[config.mk]
export PLATFORM = sky130hd
export DESIGN_NAME = sfid_device_flat
export DESIGN_NICKNAME = d
export VERILOG_FILES = /design/src/core/sfid_pkg.sv /design/src/core/sfid_if.sv /design/src/core/sfid_device.sv /design/src/flat_wrapper.sv
export SDC_FILE = /design/constraint.sdc
export NUM_CORES = 1
export LEC_CHECK = 0
export ABC_AREA = 1
export BUFFER_PORTS_ARGS = -buffer_cell sky130_fd_sc_hd__buf_2
export CORE_UTILIZATION = 47
export CTS_CLUSTER_DIAMETER = 150
export CTS_CLUSTER_SIZE = 8
export DETAILED_ROUTE_END_ITERATION = 12
export GPL_ROUTABILITY_DRIVEN = 0
export MAX_ROUTING_LAYER = met4
export PLACE_DENSITY = 0.67
export REMOVE_ABC_BUFFERS = 1
export SETUP_SLACK_MARGIN = 0.15
export SLEW_MARGIN = 20
export SYNTH_ARGS = -nofsm -noshare
export SYNTH_HDL_FRONTEND = slang
export SYNTH_SLANG_ARGS = --single-unit
export TNS_END_PERCENT = 5
[constraint.sdc]
create_clock -name core_clk -period 2.24 [get_ports core_clk]
set_clock_uncertainty 0.15 [all_clocks]
set_input_delay 0.448 -clock core_clk [delete_from_list [all_inputs] [get_ports core_clk]]
set_output_delay 0.448 -clock core_clk [all_outputs]
set_load 0.02 [all_outputs]
[src/core/sfid_pkg.sv]
// How it works
// - Host sends 90h then 24-bit address
// - Pair read: maker then part, MSB first
// - Address 000001h swaps byte order
// - Code 9Fh returns maker byte first
// - Then memory type, then capacity byte
// - Identity read ignored during busy cycle
// - Host avoids identity read in deep sleep
// - Opcode in, 24-bit identity out falling edges
// - Raising select ends output at any time
// - Select high returns device to standby
// - Host waits powerup delay before writes
// - Delivered array reads all FFh
// - Delivered status register reads 00h
// - Deep sleep ignores all but wake command
package sfid_pkg;
    localparam int CLK_HZ = 40_000_000;
    localparam logic [7:0] PAIR_ID_CMD = 8'h90;
    localparam logic [7:0] READ_IDENTITY_CMD = 8'h9F;
    localparam logic [7:0] WAKE_AND_ID_CMD = 8'hAB;
    localparam logic [7:0] DEEP_SLEEP_CMD = 8'hB9;
    localparam logic [7:0] ARRAY_RESET_VAL = 8'hFF;
    localparam logic [7:0] STATUS_RESET_VAL = 8'h00;
    localparam logic [23:0] ADDR_NORMAL = 24'h000000;
    localparam logic [23:0] ADDR_SWAPPED = 24'h000001;
    localparam int ADDR_BITS = 24;
    localparam int SUPPLY_TO_SELECT_US = 10;
    localparam int SUPPLY_TO_SELECT_CYC = (SUPPLY_TO_SELECT_US * (CLK_HZ / 1_000_000));
    localparam int WRITE_WAIT_MIN_MS = 1;
    localparam int WRITE_WAIT_CYC = WRITE_WAIT_MIN_MS * (CLK_HZ / 1000);
    localparam int SCK_HALF_CYC = 2;
    typedef enum logic [2:0] {
        SF_IDLE, SF_OPCODE, SF_ADDR, SF_SHIFT_OUT, SF_IGNORE
    } sf_state_e;
endpackage

[src/core/sfid_if.sv]
`timescale 1ns/1ps
interface sfid_if;
    logic sck;
    logic sel_n;
    logic serial_in;
    logic sdo_o;
    logic sdo_oe;
    modport dev (input sck, input sel_n, input serial_in, output sdo_o, output sdo_oe);
    modport host (output sck, output sel_n, output serial_in, input sdo_o, input sdo_oe);
endinterface

[src/core/sfid_device.sv]
`timescale 1ns/1ps
module sfid_device #(
    parameter logic [7:0] MAKER_ID = 8'h5A,    // Arbitrary value
    parameter logic [7:0] PART_ID = 8'h10,     // Arbitrary value
    parameter logic [7:0] MEM_TYPE = 8'h20,    // Arbitrary value
    parameter logic [7:0] MEM_CAP = 8'h11      // Arbitrary value
) (
    input wire logic core_clk,
    input wire logic sys_rst,
    sfid_if.dev bus,
    input wire logic busy,
    output logic deep_sleep,
    output logic [7:0] status_q,
    output logic [7:0] array_q
);
    import sfid_pkg::*;

    // ----------------------------------------
    // State record
    // ----------------------------------------
    // One packed record holds every flop of the device side, so reset and
    // update stay in one place and no field can be left behind.
    typedef struct packed {
        // Input side
        sf_state_e st;
        logic sck_d;
        logic [7:0] sh_in;
        logic [4:0] cnt;
        logic [7:0] op;
        // Output side
        logic [23:0] sh_out;
        logic sdo;
        logic oe;
        logic sleep;
        // Delivered-state values
        logic [7:0] status;
        logic [7:0] array_rd;
        // Sleep entry and exit are armed by the opcode and applied on deselect
        logic arm_sleep;
        logic arm_wake;
    } sfid_dev_s;

    sfid_dev_s cur_ff, nxt_ff;
    logic rise, fall;
    logic [7:0] byte_in;

    // ----------------------------------------
    // Serial clock edges
    // ----------------------------------------
    // The serial clock is sampled as a plain input; one delayed copy gives
    // both edges. The host holds each level for at least two system clocks,
    // so no edge is lost between samples.
    always_comb begin
        rise = bus.sck & ~cur_ff.sck_d;
        fall = ~bus.sck & cur_ff.sck_d;
        byte_in = {cur_ff.sh_in[6:0], bus.serial_in};
    end

    // ----------------------------------------
    // Command decode
    // ----------------------------------------
    // Decode is kept apart from sequencing so the refusal order reads at a
    // glance: sleep first, then a running internal cycle.
    typedef enum logic [2:0] {
        DC_NONE,
        DC_IDENT,
        DC_PAIR,
        DC_SLEEP,
        DC_WAKE
    } sfid_dec_e;
    sfid_dec_e dec;

    always_comb begin
        dec = DC_NONE;
        if (cur_ff.sleep) begin
            // Everything but the wake command is dropped
            if (byte_in == WAKE_AND_ID_CMD) begin
                dec = DC_WAKE;
            end
        end else if (busy) begin
            dec = DC_NONE;
        end else begin
            case (byte_in)
                READ_IDENTITY_CMD: dec = DC_IDENT;
                PAIR_ID_CMD: dec = DC_PAIR;
                DEEP_SLEEP_CMD: dec = DC_SLEEP;
                default: dec = DC_NONE;
            endcase
        end
    end

    // ----------------------------------------
    // Next-state logic
    // ----------------------------------------
    always_comb begin
        nxt_ff = cur_ff;
        nxt_ff.sck_d = bus.sck;
        if (bus.sel_n) begin
            nxt_ff.st = SF_IDLE;
            nxt_ff.oe = 1'b0;
            nxt_ff.cnt = '0;
            // A sleep change only takes effect on a clean deselect
            if (cur_ff.arm_sleep) begin
                nxt_ff.sleep = 1'b1;
            end
            if (cur_ff.arm_wake) begin
                nxt_ff.sleep = 1'b0;
            end
            nxt_ff.arm_sleep = 1'b0;
            nxt_ff.arm_wake = 1'b0;
        end else begin
            case (cur_ff.st)
                SF_IDLE: begin
                    nxt_ff.st = SF_OPCODE;
                    nxt_ff.cnt = '0;
                end
                SF_OPCODE: begin
                    if (rise) begin
                        nxt_ff.sh_in = byte_in;
                        nxt_ff.cnt = cur_ff.cnt + 5'd1;
                        if (cur_ff.cnt == 5'd7) begin
                            nxt_ff.op = byte_in;
                            nxt_ff.cnt = '0;
                            nxt_ff.st = SF_IGNORE;
                            case (dec)
                                DC_IDENT: begin
                                    nxt_ff.sh_out = {MAKER_ID, MEM_TYPE, MEM_CAP};
                                    nxt_ff.st = SF_SHIFT_OUT;
                                end
                                DC_PAIR: nxt_ff.st = SF_ADDR;
                                DC_SLEEP: nxt_ff.arm_sleep = 1'b1;
                                DC_WAKE: nxt_ff.arm_wake = 1'b1;
                                default: nxt_ff.st = SF_IGNORE;
                            endcase
                        end
                    end
                end
                SF_ADDR: begin
                    if (rise) begin
                        nxt_ff.sh_in = byte_in;
                        nxt_ff.cnt = cur_ff.cnt + 5'd1;
                        if (cur_ff.cnt == 5'(ADDR_BITS - 1)) begin
                            // Upper address bits are don't-care
                            // Bit zero arrives on this last rise, the rest were only counted
                            if (bus.serial_in) begin
                                nxt_ff.sh_out = {PART_ID, MAKER_ID, 8'h00};
                            end else begin
                                nxt_ff.sh_out = {MAKER_ID, PART_ID, 8'h00};
                            end
                            nxt_ff.st = SF_SHIFT_OUT;
                        end
                    end
                end
                SF_SHIFT_OUT: begin
                    // Moving on the falling edge lets the host sample a settled bit
                    if (fall) begin
                        nxt_ff.oe = 1'b1;
                        nxt_ff.sdo = cur_ff.sh_out[23];
                        // Identity wraps so it can be read continuously
                        nxt_ff.sh_out = {cur_ff.sh_out[22:0], cur_ff.sh_out[23]};
                    end
                end
                SF_IGNORE: begin
                    nxt_ff.oe = 1'b0;
                    // Clocking on past the opcode cancels a pending sleep change
                    if (rise) begin
                        nxt_ff.arm_sleep = 1'b0;
                        nxt_ff.arm_wake = 1'b0;
                    end
                end
                default: nxt_ff.st = SF_IDLE;
            endcase
        end
    end

    // ----------------------------------------
    // Registers
    // ----------------------------------------
    // Delivered-state values are loaded only by reset; nothing in this
    // block writes the array or the status byte.
    always_ff @(posedge core_clk) begin
        if (sys_rst) begin
            cur_ff <= '0;
            cur_ff.st <= SF_IDLE;
            cur_ff.status <= STATUS_RESET_VAL;
            cur_ff.array_rd <= ARRAY_RESET_VAL;
        end else begin
            cur_ff <= nxt_ff;
        end
    end

    // ----------------------------------------
    // Outputs
    // ----------------------------------------
    // Every output is a plain copy of a flop, so the pin and its enable
    // never glitch while the decode settles.

    assign bus.sdo_o = cur_ff.sdo;
    assign bus.sdo_oe = cur_ff.oe;
    assign deep_sleep = cur_ff.sleep;
    assign status_q = cur_ff.status;
    assign array_q = cur_ff.array_rd;
endmodule

[src/flat_wrapper.sv]
// flat-port wrapper written by rule: the top's interface ports become plain ports
module sfid_device_flat import sfid_pkg::*;
#(
    parameter logic [7:0] MAKER_ID = 8'h5A,                      
    parameter logic [7:0] PART_ID = 8'h10,                       
    parameter logic [7:0] MEM_TYPE = 8'h20,                      
    parameter logic [7:0] MEM_CAP = 8'h11                        
)
  (core_clk, sys_rst, busy, deep_sleep, status_q, array_q, bus_sck, bus_sel_n, bus_serial_in, bus_sdo_o, bus_sdo_oe);
  sfid_if bus_i ();
  input wire logic core_clk;
  input wire logic sys_rst;
  input wire logic busy;
  output logic deep_sleep;
  output logic [7:0] status_q;
  output logic [7:0] array_q;
  input wire logic [$bits(bus_i.sck)-1:0] bus_sck;
  input wire logic [$bits(bus_i.sel_n)-1:0] bus_sel_n;
  input wire logic [$bits(bus_i.serial_in)-1:0] bus_serial_in;
  output wire logic [$bits(bus_i.sdo_o)-1:0] bus_sdo_o;
  output wire logic [$bits(bus_i.sdo_oe)-1:0] bus_sdo_oe;
  assign bus_i.sck = bus_sck;
  assign bus_i.sel_n = bus_sel_n;
  assign bus_i.serial_in = bus_serial_in;
  assign bus_sdo_o = bus_i.sdo_o;
  assign bus_sdo_oe = bus_i.sdo_oe;
  sfid_device #(.MAKER_ID(MAKER_ID), .PART_ID(PART_ID), .MEM_TYPE(MEM_TYPE), .MEM_CAP(MEM_CAP)) u_core (.core_clk(core_clk), .sys_rst(sys_rst), .bus(bus_i), .busy(busy), .deep_sleep(deep_sleep), .status_q(status_q), .array_q(array_q));
endmodule
Word-level counts from Yosys, hierarchy flattened
Index checks and enable logic that the tools add are counted.
Widths: inputs -> output; s select.
{"block": "word_totals", "input_bits": 6, "regBits": 53}
{"block": "classes", "eq_ne": 23, "n_reduce_logical": 19, "bitwise": 6, "addsub": 1, "mux": 30}
{"operator": "$mux 24", "count": 3}
{"operator": "$pmux 24 s3", "count": 1}
{"operator": "$mux 44", "count": 1}
{"operator": "$mux 37", "count": 1}
{"operator": "$eq 8x8->1 const B", "count": 4}
{"operator": "$mux 26", "count": 1}
{"operator": "$mux 23", "count": 1}
{"operator": "$mux 3", "count": 7}
{"operator": "$pmux 5 s3", "count": 1}
{"operator": "$reduce_and 5->1", "count": 3}
{"operator": "$pmux 7 s2", "count": 1}
{"operator": "$eq 3x2->1 const B", "count": 4}
{"operator": "$mux 12", "count": 1}
{"operator": "$ne 2x1->1 const B", "count": 6}
{"operator": "$pmux 3 s4", "count": 1}
{"operator": "$reduce_and 4->1", "count": 2}
{"operator": "$reduce_and 8->1", "count": 1}
{"operator": "$reduce_bool 2->1", "count": 4}
{"operator": "$eq 3x1->1 const B", "count": 2}
{"operator": "$eq 3x3->1 const B", "count": 2}
{"operator": "$mux 2", "count": 3}
{"operator": "$ne 2x2->1 const B", "count": 3}
{"operator": "$pmux 2 s3", "count": 1}
{"operator": "$pmux 3 s2", "count": 1}
{"operator": "other kinds (13)", "count": 24}

Depth between registers and ports, before layout
{"block": "logic_depth", "word_depth": 9, "depth_mapped": 12, "mapped_depth_nobuf": 11}

Least setup slack after synthesis
Ideal clock, no wire load.
{"block": "synth_path", "path_kind": "flip-flop to flip-flop", "startpoint": "register u_core.cur_ff[53] (netlist name)", "endpoint": "register u_core.cur_ff[38] (netlist name)", "synth_period_minus_slack_ns": 1.695, "t_arrival_ns": 1.433, "slack_ns": 0.545, "path_stages_with_launch": 12, "path_buffers": 1, "cell_sequence": "dfxtp_1 > ha_1 > nand2_1 > nor2_1 > nand2_1 > nand2_1 > nand2_2 > inv_2 > nand3_4 > buf_4 > nor2_1 > nor2_1"}
{"block": "synth_via", "elab_chain_cells": 3}
{"element": "from (decl)", "line_no": "sfid_device.sv:43", "text": "sfid_dev_s cur_ff, nxt_ff;"}
{"element": "from (signal assigned)", "line_no": "sfid_device.sv:188", "text": "cur_ff <= nxt_ff;"}
{"element": "$eq 5x5->1 / $eq 5x3->1 (equally long branches)", "line_no": "sfid_device.sv:142, sfid_device.sv:121"}
{"element": "$ne 2x1->1 (no source line)"}
{"element": "$reduce_and 8->1 (no source line) *"}
Mark *: on every way between the ends. The rest lies on a longest branch, timed or not.
A chain may end at the register's enable or synchronous reset.

Worst setup path after layout
{"block": "layout_path", "startpoint": "register u_core.cur_ff[69] (netlist name)", "endpoint": "register u_core.cur_ff[39] (netlist name)"}
{"block": "layout_via", "elab_chain_cells": 3}
{"element": "$eq 3x1->1 / $eq 3x2->1 (equally long branches)", "line_no": "sfid_device.sv:112", "text": "case (cur_ff.st)"}
{"element": "$ne 2x2->1 (no source line), or another cell as far along"}
{"element": "$reduce_and 8->1 (no source line)"}
Parallel ways exist; a longest one is shown, timed or not.

==> flow_metrics.tcl <==
set metrics [dict create \
    htree_num_levels 2 \
    avgViaCountPerCell 4.64 \
    final_cell_mix "nand2_1, nor2_1, inv_1" \
    ys_types 28 \
    diodes 0 \
    cts_hold_buf 0 \
    max_freq_ghz 0.527 \
    crit_fanout 44 \
    die_y_um 74.7 \
    top_level_ports 25 \
    powerDensity_nw_per_um2 1180 \
    setup_viol 0 \
    setup.worst_path.start_class "flip-flop" \
    nFillCells 543 \
    grt_pass1_vias 1778 \
    cts.path.max_buffers 2 \
    drive_above_1_share_pct 9.25 \
    crit_required_ps 2280 \
    grt_pass1_wl_um 7810 \
    rsz0062_at_grt "false" \
    grt_usage_pct 18.9 \
    wl_per_cell_um 9.80 \
    cts_root_buf "clkbuf_8" \
    max-vdd-ir-drop_uv 504 \
    postCtsSetupBuffers 0 \
    worstReg2RegStart "u_core.cur_ff[69]" \
    multi_input_area_sq_um 1230 \
    row_count 26 \
    grt_max_degree 45 \
    yosysWarningCount 0 \
    crit_arrival_ps 1940 \
    numCtsBuffers 5 \
    final_antenna_net_count 0 \
    synth_top_area_share_pct 36.3 \
    placed_cell_area_sq_um 2500 \
    syn_area_per_cell_sq_um 6.30 \
    status "finished, final reports clean" \
    clk_pin_slew_ps 80 \
    insertion_delay_ps 300 \
    hp-start "bus_sel_n" \
    clkSinkCount 45 \
    initial_core_util_pct 48.6 \
    drt_pass1_iterations 4 \
    crit_path_start "u_core.cur_ff[69]" \
    vias 2182 \
    syn_area_sq_um 2480 \
    yosysSeqAreaShare_pct 36.3 \
    nets 407 \
    seq_area_sq_um 901 \
    yosysTopAreaCell "dfxtp_1" \
    setup_tns_ps 0 \
    synthesis.instances 394 \
    gr-total-overflow 0 \
    layout_commonest_cell "nand2_1" \
    maxSlewViolCount 0 \
    stdcell_area_sq_um 2590 \
    die_x_um 74.7 \
    hold_slack_ps 223 \
    cellLeakagePower_nw 1.28 \
    ys_ff_latch 45 \
    post-layout-total-power_mw 3.06 \
    dieArea_sq_um 5570 \
    drcViolationCount 0 \
    timing.final.ws_setup_ps 341 \
    place_hpwl_um 3370 \
    drt_wl_total_um 4610 \
    antenna_found_initial 0 \
    period_share_pct 84.8 \
    crit_type "reg -> reg" \
    numPortBuffers 8 \
    pre_cts_ws_ps 240 \
    drv_cap 0 \
    syn2layout_area_growth_pct 4.39 \
    synth_area_leaders "dfxtp_1, nand2_1, nor2_1" \
    core_sq_um 5110 \
    min_period_ps 1900 \
    cts_tree "done" \
    dr.first_iter.drc_count 115 \
    worst_setup_path_end_kind "flip-flop" \
    hold_path.class "in -> reg" \
    hold_viol 0 \
]
[stage by stage]
step / instances / utilization (%)
floorplan: 382 / -
global placement: 463 / 48.9
detailed placement: 463 / 48.9
CTS: 470 / 50.6
global route: 470 / 50.7
finish: 470 / 50.7
[timing repair]
item                                    CTS  global route
resized for setup                         0             2
hold endpoints to repair                  0             0
endpoints found under the setup margin    0            24
[cells in the mapped netlist]
cell	number
o21ai_1	3
xor2_1	1
clkinv_1	1
conb_1	2
o22ai_1	1
nor2_2	3
nand2_2	2
nand3_4	2
nand4_1	6
inv_2	7
a211oi_1	1
buf_2	2
nor3b_1	1
nor2_4	3
o21ai_0	13
clkbuf_1	3
nand3_1	13
ha_1	1
buf_6	2
and3_1	1
inv_1	51
nor3_1	1
nand3_2	2
dfxtp_1	45
nor2_1	79
a21oi_1	22
nand2_1	107
buf_4	19
[worst paths after layout]
kind / to / slack [ps] / cells after the start
setup / recovery: u_core.cur_ff[39] / 340 / 11
hold reg to reg: u_core.deep_sleep / 280 / 1
hold / removal: u_core.deep_sleep / 220 / 2
setup reg to reg: u_core.cur_ff[39] / 340 / 11
[cell families (layout without fill, tap and decap cells)]
| kind of cell | count (synthesis) | count (layout) | synth area share [%] |
|---|---|---|---|
| fa+ha+maj | 1 | 1 | 0.504 |
| xor+xnor | 1 | 1 | 0.353 |
| buf+inv | 85 | 77 | 16.4 |
| compound gates | 40 | 40 | 8.22 |
| other cells | 2 | 16 | 0.303 |
| simple gates | 220 | 220 | 37.9 |
| flops | 45 | 45 | 36.3 |
[layer usage]
metal,up-vias,wire [um],part of all wire (%),GRT usage (%)
met4,0,75,1.6,7.55
met3,7,150,3.3,2.81
met5,-,0,0,-
li1,1176,-,-,-
met2,39,2110,46,29.2
met1,960,2280,49,24.8
[area by class of cell]
cell class / count / share of cell area (%)
well taps: 70 / 3.38
inverters: 59 / 8.55
clock buffers: 7 / 3.33
flip-flops and latches: 45 / 34.8
multi-input cells: 278 / 47.4
repair buffers: 11 / 2.56
[flip-flops by register name (all words and copies together), names as in the netlist]
name               cells
u_core.cur_ff         35
u_core.bus.sdo_o       1
u_core.byte_in         7
u_core.bus.sdo_oe      1
u_core.deep_sleep      1
[critical path, cell delays in order, from the launching register on]
cell and delay, ps:
dfxtp_1 390, nor2_2 230, nand2_2 100, inv_2 120
nand2_1 70, nand2_2 80, inv_2 70, nand3_4 80
buf_6 270, nand2_1 80, nand2_1 70, nor2_1 50
[power breakdown]
group	switching, mW	leakage [nW]	internal [mW]
Combinational	0.936	0.872	0.432
Clock	0.263	0.0443	0.245
Sequential	0.153	0.365	1.04
Power figures use the tool's default switching activity.
